===== src/lpc_pkg.sv =====
package lpc_pkg;

    // ==========================================================
    // Register map
    localparam logic [31:0] OFS_PANEL_CONFIG = 32'h1305_0000;
    localparam logic [31:0] OFS_VSYNC_PULSE_POS = 32'h1305_0004;
    localparam logic [31:0] OFS_HSYNC_PULSE_POS = 32'h1305_0008;
    localparam logic [31:0] OFS_VIRTUAL_AREA_SIZE = 32'h1305_000c;
    localparam logic [31:0] OFS_DISPLAY_AREA_HORIZ = 32'h1305_0010;
    localparam logic [31:0] OFS_DISPLAY_AREA_VERT = 32'h1305_0014;
    localparam logic [31:0] OFS_POWER_SIG_TIMING = 32'h1305_0018;
    localparam logic [31:0] OFS_LINE_CLEAR_SIG_TIMING = 32'h1305_001c;
    localparam logic [31:0] OFS_START_PULSE_SIG_TIMING = 32'h1305_0020;
    localparam logic [31:0] OFS_REVERSE_SIG_TIMING = 32'h1305_0024;
    localparam logic [31:0] OFS_CONTROLLER_CONTROL = 32'h1305_0030;
    localparam logic [31:0] OFS_CONTROLLER_STATE = 32'h1305_0034;
    localparam logic [31:0] OFS_INTERRUPT_FRAME_ID = 32'h1305_0038;
    localparam logic [31:0] OFS_DESCRIPTOR_ADDR_A = 32'h1305_0040;
    localparam logic [31:0] OFS_SOURCE_ADDR_A = 32'h1305_0044;
    localparam logic [31:0] OFS_FRAME_ID_A = 32'h1305_0048;
    localparam logic [31:0] OFS_DMA_COMMAND_A = 32'h1305_004c;
    localparam logic [31:0] OFS_DESCRIPTOR_ADDR_B = 32'h1305_0050;
    localparam logic [31:0] OFS_SOURCE_ADDR_B = 32'h1305_0054;
    localparam logic [31:0] OFS_FRAME_ID_B = 32'h1305_0058;
    localparam logic [31:0] OFS_DMA_COMMAND_B = 32'h1305_005c;

    // ==========================================================
    // Reset values and writable masks
    localparam logic [31:0] RST_REG = 32'h0000_0000;
    localparam logic [31:0] MASK_CONFIG = 32'h80ff_ffbf;
    localparam logic [31:0] MASK_TWO_FLD = 32'h07ff_07ff;
    localparam logic [31:0] MASK_LO_FLD = 32'h0000_07ff;
    localparam logic [31:0] MASK_HI_FLD = 32'h07ff_0000;
    localparam int unsigned HI_LSB = 16;
    localparam int unsigned CTRL_ENABLE_BIT = 3;

    // ==========================================================
    // Display type codes
    localparam logic [3:0] MODE_TFT_GENERIC = 4'h0;
    localparam logic [3:0] MODE_TFT_SPECIAL1 = 4'h1;
    localparam logic [3:0] MODE_TFT_SPECIAL3 = 4'h3;
    localparam logic [3:0] MODE_CCIR_PROG = 4'h4;
    localparam logic [3:0] MODE_CCIR_INTL = 4'h6;
    localparam logic [3:0] MODE_STN_SGL_CLR = 4'h8;
    localparam logic [3:0] MODE_STN_SGL_MONO = 4'h9;
    localparam logic [3:0] MODE_STN_DUAL_CLR = 4'ha;
    localparam logic [3:0] MODE_STN_DUAL_MONO = 4'hb;
    localparam logic [3:0] MODE_TFT_SERIAL8 = 4'hc;

    // ==========================================================
    // Data pin masks
    localparam logic [17:0] DMASK_18 = 18'h3ffff;
    localparam logic [17:0] DMASK_16 = 18'h0ffff;
    localparam logic [17:0] DMASK_8 = 18'h000ff;
    localparam logic [17:0] DMASK_4 = 18'h0000f;
    localparam logic [17:0] DMASK_2 = 18'h00003;
    localparam logic [17:0] DMASK_1 = 18'h00001;
    localparam logic [17:0] DMASK_DUAL4 = 18'h00f0f;
    localparam logic [17:0] DMASK_NONE = 18'h00000;

    typedef struct packed {
        logic pin_group_select;
        logic [6:0] rsv_hi;
        logic power_sig_disable;
        logic line_clear_sig_disable;
        logic start_pulse_sig_disable;
        logic reverse_sig_disable;
        logic hsync_pol_func_disable;
        logic pixclk_pol_func_disable;
        logic data_invert;
        logic sync_direction;
        logic power_pin_idle_level;
        logic line_clear_pin_idle_level;
        logic start_pulse_pin_idle_level;
        logic reverse_pin_idle_level;
        logic hsync_polarity;
        logic pixclk_polarity;
        logic data_enable_polarity;
        logic vsync_polarity;
        logic tft_18bit;
        logic rsv_6;
        logic [1:0] passive_data_width;
        logic [3:0] mode;
    } lpc_cfg_t;

    typedef struct packed {
        logic hsync;
        logic vsync;
        logic sync_oe;
        logic panel_data_enable;
        logic panel_power_signal;
        logic line_clear;
        logic start_pulse;
        logic reverse;
    } lpc_pins_t;

endpackage : lpc_pkg


===== src/lpc_panel_out.sv =====
// Overview of operation
// - Config bit 31 picks parallel pins at 0, smart panel interface at 1.
// - Bits 23..20 enable power, line-clear, start-pulse, reverse pins when 0.
// - Bit 19 at 1 ignores the hsync polarity choice.
// - Bit 18 at 1 ignores the pixel clock polarity choice.
// - Bit 17 at 1 inverts pixel data on the data lines the type enables.
// - Bit 16 at 0 drives both sync pins; at 1 they are inputs.
// - Bit 11 makes hsync active low when set.
// - Bit 10 moves data changes from rising to falling pixel clock edge.
// - Bit 9 makes data enable active low when set.
// - Bit 8 makes the vsync leading edge falling when set.
// - Bit 7 picks 18-bit over 16-bit TFT bus only in types 00xx.
// - Passive width field sets STN data lines, single or dual mono.
// - Type 0000 generic TFT, 0100 progressive, 0110 interlaced CCIR656.
// - Types 0001-0011 special TFT, 1100 serial TFT, 1000-1011 STN; others reserved.
// - Special signal timing registers act only in special TFT modes.
// - Second descriptor set used only for dual STN panels.
// - Config bits 30:24 and 6 read zero, writes ignored.
// - Horizontal positions count pixel clocks, vertical positions count lines.
// - Vsync pulse always starts at position zero.
`timescale 1ns/1ps
`default_nettype none

module lpc_panel_out (
    input wire logic i_ref_clk,
    input wire logic i_nrst,
    input wire logic i_psel,
    input wire logic i_penable,
    input wire logic i_pwrite,
    input wire logic [31:0] i_paddr,
    input wire logic [31:0] i_pwdata,
    output logic [31:0] o_prdata,
    output logic o_pready,
    output logic o_pslverr,
    input wire logic i_pclk_pin,
    input wire logic [17:0] i_pix_data,
    output logic o_pix_take,
    output logic [17:0] o_data,
    output lpc_pkg::lpc_pins_t o_pins,
    output logic o_smart_panel_interface,
    output logic o_dual_desc_en,
    output logic o_mode_reserved
);
    import lpc_pkg::*;

    // ==========================================================
    // Helpers
    function automatic logic [10:0] fld_lo(input logic [31:0] r);
        fld_lo = r[10:0];
    endfunction : fld_lo

    function automatic logic [10:0] fld_hi(input logic [31:0] r);
        fld_hi = r[HI_LSB+10:HI_LSB];
    endfunction : fld_hi

    // Start inclusive, end exclusive
    function automatic logic in_win(input logic [10:0] p, input logic [10:0] s,
                                    input logic [10:0] e);
        in_win = (p >= s) && (p < e);
    endfunction : in_win

    function automatic logic [17:0] data_mask(input lpc_cfg_t c);
        logic [17:0] m;
        m = DMASK_NONE;
        if (c.mode[3:2] == 2'b00)
        begin
            m = c.tft_18bit ? DMASK_18 : DMASK_16;
        end
        if ((c.mode == MODE_CCIR_PROG) || (c.mode == MODE_CCIR_INTL))
        begin
            m = DMASK_8;
        end
        if (c.mode == MODE_TFT_SERIAL8)
        begin
            m = DMASK_8;
        end
        if (c.mode[3:2] == 2'b10)
        begin
            if (c.mode == MODE_STN_DUAL_MONO)
            begin
                case (c.passive_data_width)
                    2'b10: m = DMASK_DUAL4;
                    2'b11: m = DMASK_16;
                    default: m = DMASK_NONE;
                endcase
            end
            else
            begin
                case (c.passive_data_width)
                    2'b00: m = DMASK_1;
                    2'b01: m = DMASK_2;
                    2'b10: m = DMASK_4;
                    default: m = DMASK_8;
                endcase
            end
        end
        data_mask = m;
    endfunction : data_mask

    // ==========================================================
    // Registers
    lpc_cfg_t cfg_q, cfg_d;
    logic [31:0] vsync_q, vsync_d, hsync_q, hsync_d, vat_q, vat_d;
    logic [31:0] dah_q, dah_d, dav_q, dav_d, ps_q, ps_d, cls_q, cls_d;
    logic [31:0] spl_q, spl_d, rev_q, rev_d, ctrl_q, ctrl_d, state_q, state_d;
    logic [31:0] da0_q, da0_d, da1_q, da1_d;
    logic [31:0] prdata_q, prdata_d;
    logic pready_q, pready_d, pslverr_q, pslverr_d;
    logic [10:0] h_q, v_q;
    logic acc, wr_go, hit;
    logic [31:0] rd_val;

    // ==========================================================
    // APB slave: one wait state, write commits with pready
    always_comb
    begin
        acc = i_psel && i_penable && !pready_q;
        wr_go = i_psel && i_penable && pready_q && i_pwrite && !pslverr_q;
        hit = 1'b1;
        rd_val = RST_REG;
        if (i_paddr == OFS_PANEL_CONFIG)
            rd_val = cfg_q & MASK_CONFIG;
        else if (i_paddr == OFS_VSYNC_PULSE_POS)
            rd_val = vsync_q;
        else if (i_paddr == OFS_HSYNC_PULSE_POS)
            rd_val = hsync_q;
        else if (i_paddr == OFS_VIRTUAL_AREA_SIZE)
            rd_val = vat_q;
        else if (i_paddr == OFS_DISPLAY_AREA_HORIZ)
            rd_val = dah_q;
        else if (i_paddr == OFS_DISPLAY_AREA_VERT)
            rd_val = dav_q;
        else if (i_paddr == OFS_POWER_SIG_TIMING)
            rd_val = ps_q;
        else if (i_paddr == OFS_LINE_CLEAR_SIG_TIMING)
            rd_val = cls_q;
        else if (i_paddr == OFS_START_PULSE_SIG_TIMING)
            rd_val = spl_q;
        else if (i_paddr == OFS_REVERSE_SIG_TIMING)
            rd_val = rev_q;
        else if (i_paddr == OFS_CONTROLLER_CONTROL)
            rd_val = ctrl_q;
        else if (i_paddr == OFS_CONTROLLER_STATE)
            rd_val = state_q;
        else if (i_paddr == OFS_INTERRUPT_FRAME_ID)
            rd_val = RST_REG;
        else if (i_paddr == OFS_DESCRIPTOR_ADDR_A)
            rd_val = da0_q;
        else if (i_paddr == OFS_SOURCE_ADDR_A)
            // Live scan position, handy for bring-up
            rd_val = {5'h00, h_q, 5'h00, v_q};
        else if (i_paddr == OFS_FRAME_ID_A || i_paddr == OFS_DMA_COMMAND_A)
            rd_val = RST_REG;
        else if (i_paddr == OFS_DESCRIPTOR_ADDR_B)
            rd_val = da1_q;
        else if (i_paddr == OFS_SOURCE_ADDR_B || i_paddr == OFS_FRAME_ID_B)
            rd_val = RST_REG;
        else if (i_paddr == OFS_DMA_COMMAND_B)
            rd_val = RST_REG;
        else
            hit = 1'b0;

        pready_d = acc;
        pslverr_d = acc && !hit;
        prdata_d = (acc && !i_pwrite && hit) ? rd_val : RST_REG;

        cfg_d = cfg_q;
        vsync_d = vsync_q;
        hsync_d = hsync_q;
        vat_d = vat_q;
        dah_d = dah_q;
        dav_d = dav_q;
        ps_d = ps_q;
        cls_d = cls_q;
        spl_d = spl_q;
        rev_d = rev_q;
        ctrl_d = ctrl_q;
        state_d = state_q;
        da0_d = da0_q;
        da1_d = da1_q;
        if (wr_go)
        begin
            if (i_paddr == OFS_PANEL_CONFIG)
                cfg_d = lpc_cfg_t'(i_pwdata & MASK_CONFIG);
            else if (i_paddr == OFS_VSYNC_PULSE_POS)
                vsync_d = i_pwdata & MASK_LO_FLD;
            else if (i_paddr == OFS_HSYNC_PULSE_POS)
                hsync_d = i_pwdata & MASK_TWO_FLD;
            else if (i_paddr == OFS_VIRTUAL_AREA_SIZE)
                vat_d = i_pwdata & MASK_TWO_FLD;
            else if (i_paddr == OFS_DISPLAY_AREA_HORIZ)
                dah_d = i_pwdata & MASK_TWO_FLD;
            else if (i_paddr == OFS_DISPLAY_AREA_VERT)
                dav_d = i_pwdata & MASK_TWO_FLD;
            else if (i_paddr == OFS_POWER_SIG_TIMING)
                ps_d = i_pwdata & MASK_TWO_FLD;
            else if (i_paddr == OFS_LINE_CLEAR_SIG_TIMING)
                cls_d = i_pwdata & MASK_TWO_FLD;
            else if (i_paddr == OFS_START_PULSE_SIG_TIMING)
                spl_d = i_pwdata & MASK_TWO_FLD;
            else if (i_paddr == OFS_REVERSE_SIG_TIMING)
                rev_d = i_pwdata & MASK_HI_FLD;
            else if (i_paddr == OFS_CONTROLLER_CONTROL)
                ctrl_d = i_pwdata;
            else if (i_paddr == OFS_CONTROLLER_STATE)
                state_d = i_pwdata;
            else if (i_paddr == OFS_DESCRIPTOR_ADDR_A)
                da0_d = i_pwdata;
            else if (i_paddr == OFS_DESCRIPTOR_ADDR_B)
                da1_d = i_pwdata;
        end
    end

    always_ff @(posedge i_ref_clk or negedge i_nrst)
    begin
        if (!i_nrst)
        begin
            cfg_q <= lpc_cfg_t'(RST_REG);
            vsync_q <= RST_REG;
            hsync_q <= RST_REG;
            vat_q <= RST_REG;
            dah_q <= RST_REG;
            dav_q <= RST_REG;
            ps_q <= RST_REG;
            cls_q <= RST_REG;
            spl_q <= RST_REG;
            rev_q <= RST_REG;
            ctrl_q <= RST_REG;
            state_q <= RST_REG;
            da0_q <= RST_REG;
            da1_q <= RST_REG;
            prdata_q <= RST_REG;
            pready_q <= 1'b0;
            pslverr_q <= 1'b0;
        end
        else
        begin
            cfg_q <= cfg_d;
            vsync_q <= vsync_d;
            hsync_q <= hsync_d;
            vat_q <= vat_d;
            dah_q <= dah_d;
            dav_q <= dav_d;
            ps_q <= ps_d;
            cls_q <= cls_d;
            spl_q <= spl_d;
            rev_q <= rev_d;
            ctrl_q <= ctrl_d;
            state_q <= state_d;
            da0_q <= da0_d;
            da1_q <= da1_d;
            prdata_q <= prdata_d;
            pready_q <= pready_d;
            pslverr_q <= pslverr_d;
        end
    end

    // ==========================================================
    // Scan and pin stage, paced by the sampled pixel clock
    logic sy1_q, sy2_q, sy3_q;
    logic [10:0] h_d, v_d;
    lpc_pins_t pins_q, pins_d;
    logic [17:0] data_q, data_d;
    logic take_q, take_d, revt_q, revt_d;
    logic smart_q, smart_d, dual_q, dual_d, rsvd_q, rsvd_d;
    logic run, rise, fall, launch, special, valid, de_act, hs_act, vs_act;
    logic pcp_eff, hsp_eff;

    always_comb
    begin
        run = ctrl_q[CTRL_ENABLE_BIT];
        // Edge finding looks only past the first sync stage
        rise = sy2_q && !sy3_q;
        fall = !sy2_q && sy3_q;
        // polarity choice can be switched off
        pcp_eff = cfg_q.pixclk_polarity && !cfg_q.pixclk_pol_func_disable;
        // launch edge per pixel clock polarity
        launch = pcp_eff ? fall : rise;
        // hsync polarity choice can be switched off
        hsp_eff = cfg_q.hsync_polarity && !cfg_q.hsync_pol_func_disable;
        valid = !((cfg_q.mode == 4'h5) || (cfg_q.mode == 4'h7) ||
                  (cfg_q.mode > MODE_TFT_SERIAL8));
        special = (cfg_q.mode >= MODE_TFT_SPECIAL1) &&
                  (cfg_q.mode <= MODE_TFT_SPECIAL3);

        h_d = h_q;
        v_d = v_q;
        // columns in pixel clocks, rows in lines
        if (!run)
        begin
            h_d = 11'h000;
            v_d = 11'h000;
        end
        else if (rise)
        begin
            if (h_q >= fld_hi(vat_q))
            begin
                h_d = 11'h000;
                v_d = (v_q >= fld_lo(vat_q)) ? 11'h000 : v_q + 11'h001;
            end
            else
            begin
                h_d = h_q + 11'h001;
            end
        end

        hs_act = in_win(h_q, fld_hi(hsync_q), fld_lo(hsync_q));
        // vsync window opens at row zero
        vs_act = v_q < fld_lo(vsync_q);
        de_act = in_win(h_q, fld_hi(dah_q), fld_lo(dah_q)) &&
                 in_win(v_q, fld_hi(dav_q), fld_lo(dav_q));

        pins_d = pins_q;
        revt_d = revt_q;
        data_d = data_q;
        take_d = 1'b0;
        // smart panel owns the pins, parallel set rests
        smart_d = cfg_q.pin_group_select;
        // second descriptor set only for dual STN
        dual_d = (cfg_q.mode == MODE_STN_DUAL_CLR) ||
                 (cfg_q.mode == MODE_STN_DUAL_MONO);
        rsvd_d = !valid;
        // sync pins driven only when set to output
        pins_d.sync_oe = run && valid && !cfg_q.pin_group_select &&
                         !cfg_q.sync_direction;

        if (!run || !valid || cfg_q.pin_group_select)
        begin
            pins_d.hsync = hsp_eff;
            pins_d.vsync = cfg_q.vsync_polarity;
            pins_d.panel_data_enable = cfg_q.data_enable_polarity;
            pins_d.panel_power_signal = cfg_q.power_pin_idle_level;
            pins_d.line_clear = cfg_q.line_clear_pin_idle_level;
            pins_d.start_pulse = cfg_q.start_pulse_pin_idle_level;
            pins_d.reverse = cfg_q.reverse_pin_idle_level;
            revt_d = 1'b0;
            data_d = DMASK_NONE;
        end
        else
        begin
            if (rise)
            begin
                pins_d.hsync = hs_act ^ hsp_eff;
                pins_d.vsync = vs_act ^ cfg_q.vsync_polarity;
                pins_d.panel_data_enable = de_act ^ cfg_q.data_enable_polarity;
                // special timing only in special TFT modes
                if (special && h_q == fld_hi(rev_q))
                begin
                    revt_d = !revt_q;
                end
                // each special pin gated by its disable bit
                pins_d.panel_power_signal = cfg_q.power_pin_idle_level ^
                    (special && !cfg_q.power_sig_disable &&
                     in_win(h_q, fld_hi(ps_q), fld_lo(ps_q)));
                pins_d.line_clear = cfg_q.line_clear_pin_idle_level ^
                    (special && !cfg_q.line_clear_sig_disable &&
                     in_win(h_q, fld_hi(cls_q), fld_lo(cls_q)));
                pins_d.start_pulse = cfg_q.start_pulse_pin_idle_level ^
                    (special && !cfg_q.start_pulse_sig_disable &&
                     in_win(h_q, fld_hi(spl_q), fld_lo(spl_q)));
                pins_d.reverse = cfg_q.reverse_pin_idle_level ^
                    (special && !cfg_q.reverse_sig_disable && revt_q);
            end
            if (launch)
            begin
                take_d = de_act;
                data_d = de_act ? ((i_pix_data ^ {18{cfg_q.data_invert}}) &
                                   data_mask(cfg_q)) : DMASK_NONE;
            end
        end
    end

    always_ff @(posedge i_ref_clk or negedge i_nrst)
    begin
        if (!i_nrst)
        begin
            sy1_q <= 1'b0;
            sy2_q <= 1'b0;
            sy3_q <= 1'b0;
            h_q <= 11'h000;
            v_q <= 11'h000;
            pins_q <= '0;
            revt_q <= 1'b0;
            data_q <= DMASK_NONE;
            take_q <= 1'b0;
            smart_q <= 1'b0;
            dual_q <= 1'b0;
            rsvd_q <= 1'b0;
        end
        else
        begin
            sy1_q <= i_pclk_pin;
            sy2_q <= sy1_q;
            sy3_q <= sy2_q;
            h_q <= h_d;
            v_q <= v_d;
            pins_q <= pins_d;
            revt_q <= revt_d;
            data_q <= data_d;
            take_q <= take_d;
            smart_q <= smart_d;
            dual_q <= dual_d;
            rsvd_q <= rsvd_d;
        end
    end

    // ==========================================================
    // Outputs
    assign o_prdata = prdata_q;
    assign o_pready = pready_q;
    assign o_pslverr = pslverr_q;
    assign o_pix_take = take_q;
    assign o_data = data_q;
    assign o_pins = pins_q;
    assign o_smart_panel_interface = smart_q;
    assign o_dual_desc_en = dual_q;
    assign o_mode_reserved = rsvd_q;

endmodule : lpc_panel_out

`default_nettype wire


===== config.mk =====
export PLATFORM = sky130hd
export DESIGN_NAME = lpc_panel_out
export DESIGN_NICKNAME = d
export VERILOG_FILES = /design/src/lpc_pkg.sv /design/src/lpc_panel_out.sv
export SDC_FILE = /design/constraint.sdc
export NUM_CORES = 1
export LEC_CHECK = 0
export ABC_AREA = 1
export ABC_CLOCK_PERIOD_IN_PS = 3400
export BUFFER_PORTS_ARGS = -buffer_cell sky130_fd_sc_hd__buf_4
export CAP_MARGIN = 20
export CORE_UTILIZATION = 60
export CTS_CLUSTER_SIZE = 12
export DETAILED_ROUTE_END_ITERATION = 8
export GPL_TIMING_DRIVEN = 0
export PLACE_DENSITY = 0.79
export SLEW_MARGIN = 20
export SYNTH_ARGS = -nofsm -noshare
export SYNTH_HDL_FRONTEND = slang
export SYNTH_SLANG_ARGS = --single-unit

===== constraint.sdc =====
create_clock -name i_ref_clk -period 3.4 [get_ports i_ref_clk]
set_clock_uncertainty 0.1 [all_clocks]
set_input_delay 0.51 -clock i_ref_clk [delete_from_list [all_inputs] [get_ports i_ref_clk]]
set_output_delay 0.51 -clock i_ref_clk [all_outputs]
set_load 0.01 [all_outputs]

## Word level (Yosys, flattened, before mapping)

Index checks and enable logic that the tools add are counted.

- Mux-type cells: 67
- Reductions and logical operators: 78
- Equal/unequal tests: 35
- Bitwise operators: 22
- Order comparisons: 18
- $add $sub $neg: 2

Operators with widths:

| kind | number |
|---|---|
| == test 32 x 29 -> 1 bit (second input constant) | 21 |
| 2-to-1 mux 32 bit | 18 |
| 2-to-1 mux 18 bit | 11 |
| greater-or-equal comparator 11 bit | 8 |
| < comparator 11 bit | 7 |
| 2-to-1 mux 11 bit | 7 |
| logical AND 1 bit | 32 |
| one-hot mux 16 bit (2 select lines) | 1 |
| 2-to-1 mux 1 bit | 25 |
| one-hot mux 8 bit (3 select lines) | 1 |
| adder 11 x 1 -> 11 bit (second input constant) | 2 |
| AND 18 bit | 1 |
| XOR 18 bit | 1 |
| zero test 1 bit | 17 |
| == test 4 x 3 -> 1 bit (second input constant) | 4 |
| AND reduction 15 bit | 1 |
| AND reduction 14 bit | 1 |
| inverter 1 bit | 13 |
| AND reduction 13 bit | 1 |
| == test 4 bit (second input constant) | 3 |
| AND reduction 12 bit | 1 |
| == test 11 bit | 1 |
| AND reduction 11 bit | 1 |
| 2-to-1 mux 5 bit | 2 |
| other kinds (20) | 42 |

- Bits of input ports: 88
- Word-level logic and storage cells: 277
- Register bits after elaboration: 418
- Output and inout port bits: 64

## Longest topological paths before layout

- Depth in word-level cells: 22
- Gate-level depth with buffers: 21
- Gate-level depth less buffers: 19

## Worst setup path after synthesis

No wires, ideal clock.

- Kind: reg2reg
- Start: register h_q[0]
- End: register data_q[10], in the netlist o_data[10]
- Path buffers: 1
- Required time: 3.234 ns
- Setup time: 0.066 ns
- Clock period less this slack: 2.453 ns
- Arrival: 2.286 ns
- Cell stages (with the launch flop): 12
- Setup slack: 0.947 ns
- Cells stage by stage: dfrtp_1 > clkinv_1 > ha_1 > nand4_1 > nor2_1 > nand4_1 > nand4_1 > o2111ai_1 > nor2_1 > clkbuf_1 > nand4_1 > nand2_1

- Word-level cells in the longest chain between the ends: 6
- Elaborated cells on any way between the ends: 7
- Classes of those cells: order compare: 2; mux: 3; reduce/logical: 2

Ends and longest elaborated chain:

| what | RTL line | RTL |
|---|---|---|
| from (decl) | lpc_panel_out.sv:109 | `logic [10:0] h_q, v_q;` |
| from (signal assigned) | lpc_panel_out.sv:380 | `h_q <= 11'h000;` |
| from (signal assigned) | lpc_panel_out.sv:395 | `h_q <= h_d;` |
| greater-or-equal comparator 11 bit or < comparator 11 bit (tied branches) | lpc_panel_out.sv:59 | `in_win = (p >= s) && (p < e);` |
| logical AND 1 bit (*) | lpc_panel_out.sv:59 |  |
| logical AND 1 bit (*) | lpc_panel_out.sv:310 | `de_act = in_win(h_q, fld_hi(dah_q), fld_lo(dah_q)) &&` |
| 2-to-1 mux 18 bit (*) | lpc_panel_out.sv:367 | `data_d = de_act ? ((i_pix_data ^ {18{cfg_q.data_invert}}) &` |
| 2-to-1 mux 18 bit (*) | lpc_panel_out.sv:364 | `if (launch)` |
| 2-to-1 mux 18 bit (*) | lpc_panel_out.sv:327 | `if (!run \|\| !valid \|\| cfg_q.pin_group_select)` |
| to (signal assigned) | lpc_panel_out.sv:399 | `data_q <= data_d;` |
| to (decl) | lpc_panel_out.sv:263 | `logic [17:0] data_q, data_d;` |

Every way passes the cells marked *; elsewhere a longest branch is shown, timed or not. The select of a mux whose other input is x is not followed.
A chain may end at the register's enable or synchronous reset.

## Worst setup path after layout

- Start: register cfg_q[3] (netlist name)
- End: register pins_q, in the netlist o_pins[7]

- Word-level cells in the longest chain between the ends: 6
- Elaborated cells on any way between the ends: 9
- Classes of those cells: order compare: 1; eq/ne: 2; mux: 1; reduce/logical: 5

Ends and longest elaborated chain:

| what | RTL line | RTL |
|---|---|---|
| from (decl) | lpc_panel_out.sv:102 | `lpc_cfg_t cfg_q, cfg_d;` |
| from (signal assigned) | lpc_panel_out.sv:218 | `cfg_q <= lpc_cfg_t'(RST_REG);` |
| from (signal assigned) | lpc_panel_out.sv:238 | `cfg_q <= cfg_d;` |
| parallel branches: the longest is 2 deep, another holds > comparator 4 bit | -- |  |
| logical OR 1 bit (*) | lpc_panel_out.sv:281 | `valid = !((cfg_q.mode == 4'h5) \|\| (cfg_q.mode == 4'h7) \|\|` |
| named net rsvd_d | lpc_panel_out.sv:265 | `logic smart_q, smart_d, dual_q, dual_d, rsvd_q, rsvd_d;` |
| logical OR 1 bit (*) (2 in a row) | lpc_panel_out.sv:327 |  |
| 2-to-1 mux 2 bit or nonzero test 2 bit (tied branches) | -- |  |
| to (signal assigned) | lpc_panel_out.sv:397 | `pins_q <= pins_d;` |
| to (decl) | lpc_panel_out.sv:262 | `lpc_pins_t pins_q, pins_d;` |

Mark *: on every way through the listed nets, which the timed path passes.

==> impl_results.md <==
- Status: finished, final reports clean
- DR vias: 22905
- Critical Path RT: 3.77 ns
- Root Driver: clkbuf_16
- Crit share post-route: 0.998
- Fraction of registers with async set/reset: 1.00
- NumNets Final: 3434
- Cells after synthesis: 2981
- Critical path launch point type: flip-flop
- Initial drt markers: 2375
- Area delta synth->final: 14.9%
- Die span in x: 200 um
- Die Area: 40000 um2
- Die height: 200 um
- Multiplexer share of the synthesized area: 0.000426
- I/O pin total: 152
- Slowest stage cell, crit path: nor3_4
- Number of synthesized flops with an enable pin: 0
- Syn Nets: 3229
- Crit path buf inv count: 2
- Layout cells sized above 1: 0.100
- PortBufs: 151
- Vias/cell: 6.13
- Tmin final: 3.39 ns
- Max Cap Viol: 0
- Sink Count: 418
- Design Power: 10.5 mW
- Synth Area in Compound Gates: 0.166
- Slew at the pin closest to its max-slew limit: 1.14 ns
- Gpl congestion: 1.01
- Number of fill cells: 3187
- Mapped Avg Cell Area: 7.88 um2
- Post-route ant nets: 0
- Pwr/cell area: 390 nW/um2
- CP cell instances: nand2_1 -> a21oi_1 -> nor3_4 -> inv_1 -> nor2_1 -> clkinv_1 -> nor2_1 -> a31oi_1
- Main combinational cell family by area after synthesis: simple AND/OR/NAND/NOR gates
- CTS clk-pin slew, worst paths: 0.06 ns
- Final hold violation count: 0
- Number of cell rows: 72
- Final WL: 84400 um
- First-pass GRT wire length: 126000 um
- Final setup viols: 0
- TritonRoute pass-1 iters: 6
- Multi-input gate area: 11200 um2
- GR Util All Layers: 0.428
- Fmax: 295 MHz
- Synth Area in Adders: 0.0852
- Post-synth cell types: 52
- Crit path max-delay family: simple AND/OR/NAND/NOR gates
- Skew-Pair Late Insertion Delay: 0.62 ns
- Antenna violations before repair: 0
- Top_reg_cell synth: dfrtp_1
- Initial core utilization: 0.608
- Residual DRC: 0
- Crit Path Max Fanout: 9
- Simple-Gate Fraction of Synth Area: 0.210
- Hold Path Class: in2reg
- Final Max Tran Viols: 0
- Critical path's most frequent cell: nor2_1
- Core area: 38600 um2
- Peak VDD IR: 420 uV
- Crit end category: flip-flop
- Wire length per cell: 22.6 um
- Kind of critical path: reg2reg
- GRT Residual Overflow: 0
- Setup repair after global routing missed its margin: false
- Antenna cells: 0
- Max-slew headroom: 0.233
- Largest net degree at the start of global routing: 103
- Synth Register Bits: 418
- Register area share after synthesis: 0.445
- Num CTS Buffers: 46
- Delay of the slowest critical-path stage: 0.61 ns
- Clk buf depth: 3
- Post-Synth XOR/XNOR Area: 0.0142
- Storage cell area: 10500 um2
- Post-synthesis cell area: 23500 um2
- CTS tree: done
- Synth warn: 0
- Number of global-route vias before repair: 21701
- DP HPWL: 62500 um
- H-Tree Depth: 2
- Final setup TNS: 0 ns
- Worst Path Arrival: 3.76 ns
- Static Leak: 13.2 nW
state kept, by name, summed over array words and instances (netlist names), 8 cells and up:
signal,cells
h_q,11
cls_q,22
state_q,32
o_prdata,32
o_pins,8
cfg_q,23
rev_q,11
da0_q,32
da1_q,32
dav_q,22
o_data,18
hsync_q,22
dah_q,22
ps_q,22
vat_q,22
v_q,11
vsync_q,11
ctrl_q,32
spl_q,22
layer usage:
layer	up-vias	part of all wire	global-route usage
li1	10271	-	-
met1	10899	0.38	0.551
met2	1391	0.44	0.663
met4	0	0.070	0.288
met3	344	0.11	0.0785
met5	-	0	0
logic make-up (layout without fill, tap and decap cells):
logic type | Yosys count | count (layout)
XOR/XNOR | 38 | 38
flip-flops | 418 | 418
adder cells (fa/ha/maj) | 160 | 160
buffers and inverters | 482 | 720
multiplexers | 1 | 1
AO/OA/AOI/OAI | 710 | 710
AND/OR/NAND/NOR | 1172 | 1172
per-stage QoR:
| step | instance area, um2 | utilization | setup slack (ns) | cells | hold slack, ns |
|---|---|---|---|---|---|
| after floorplan | 23500 | - | 0.947 | 2981 | 0.114 |
| after global placement | 25300 | 0.654 | -2.37 | 3650 | 0.236 |
| after detailed placement | 25400 | 0.657 | -0.636 | 3654 | 0.241 |
| after CTS | 27000 | 0.698 | 0.128 | 3737 | 0.0583 |
| after global routing | 27000 | 0.698 | 0.0101 | 3737 | 0.128 |
| final | 27000 | 0.698 | 0.00778 | 3737 | 0.0897 |
cell type report:
type / instances / share of cell area
plain buffers: 140 / 0.0216
clock buffers: 65 / 0.0490
clock inverters: 16 / 0.00746
inverters: 342 / 0.0478
multi-input cells: 2081 / 0.415
flip-flops and latches: 418 / 0.388
well taps: 518 / 0.0240
repair buffers: 157 / 0.0471
report_power, final:
group / leakage [nW] / switching (mW) / total (mW) / internal [mW]
Combinational: 6.67 / 0.265 / 0.372 / 0.107
Sequential: 5.82 / 0.00225 / 4.98 / 4.98
Clock: 0.753 / 2.15 / 5.16 / 3.01
Total: 13.2 / 2.42 / 10.5 / 8.09
Yosys cell counts (all sizes together), types with 11 or more instances:
master / n / area (um2)
xnor2: 23 / 201
clkbuf: 104 / 390
dfrtp: 418 / 10500
a221oi: 18 / 158
o21ai: 412 / 2060
buf: 36 / 193
nor3: 27 / 173
o22ai: 15 / 93.8
a211oi: 16 / 120
inv: 331 / 1240
nand3: 102 / 548
xor2: 15 / 131
nand2: 747 / 2830
ha: 160 / 2000
nand4: 55 / 357
o211ai: 18 / 135
clkinv: 11 / 42.5
a21oi: 180 / 908
nor2: 232 / 970
worst paths after layout:
kind                       startpoint        end  slack, ns  cells after the start
min in group asynchronous      i_nrst   dah_q[8]       0.28                      2
setup reg to reg             cfg_q[3]  o_pins[7]      0.008                      8
hold reg to reg                 sy1_q      sy2_q       0.25                      0
setup / recovery             cfg_q[3]  o_pins[7]      0.008                      8
hold / removal              i_penable   o_pready       0.09                      3
max in group asynchronous      i_nrst    h_q[10]       1.17                      5
tightest hold or removal path: stages:
cell and delay, ns:
buf_4 0.11, nand2_1 0.08, nor2_1 0.06
what timing repair did:
action | CTS | global route
gates resized for setup | 18 | 1
endpoints found under the hold margin | 40 | 0
buffers inserted | 0 | 0
hold buffers | 2 | 0
endpoints found under the setup margin | 42 | 3
placed cells by master (no fill, tap or decap), types with 10 or more instances in the layout:
cell type	netlist	layout
nand3_1	96	96
o22ai_1	15	15
a22o_1	10	10
nor2_1	219	218
dfrtp_1	418	408
xnor2_1	23	23
o211ai_1	18	18
inv_1	322	322
a211oi_1	16	16
clkbuf_1	104	113
nand2_1	740	739
o21ai_0	400	400
ha_1	160	160
buf_4	5	155
clkbuf_16	0	46
clkbuf_8	0	10
buf_2	25	25
nand4_1	53	53
a21oi_1	178	178
nor3_1	22	21
o21ai_1	12	12
xor2_1	15	15
a221oi_1	18	18
Power figures use the tool's default switching activity.
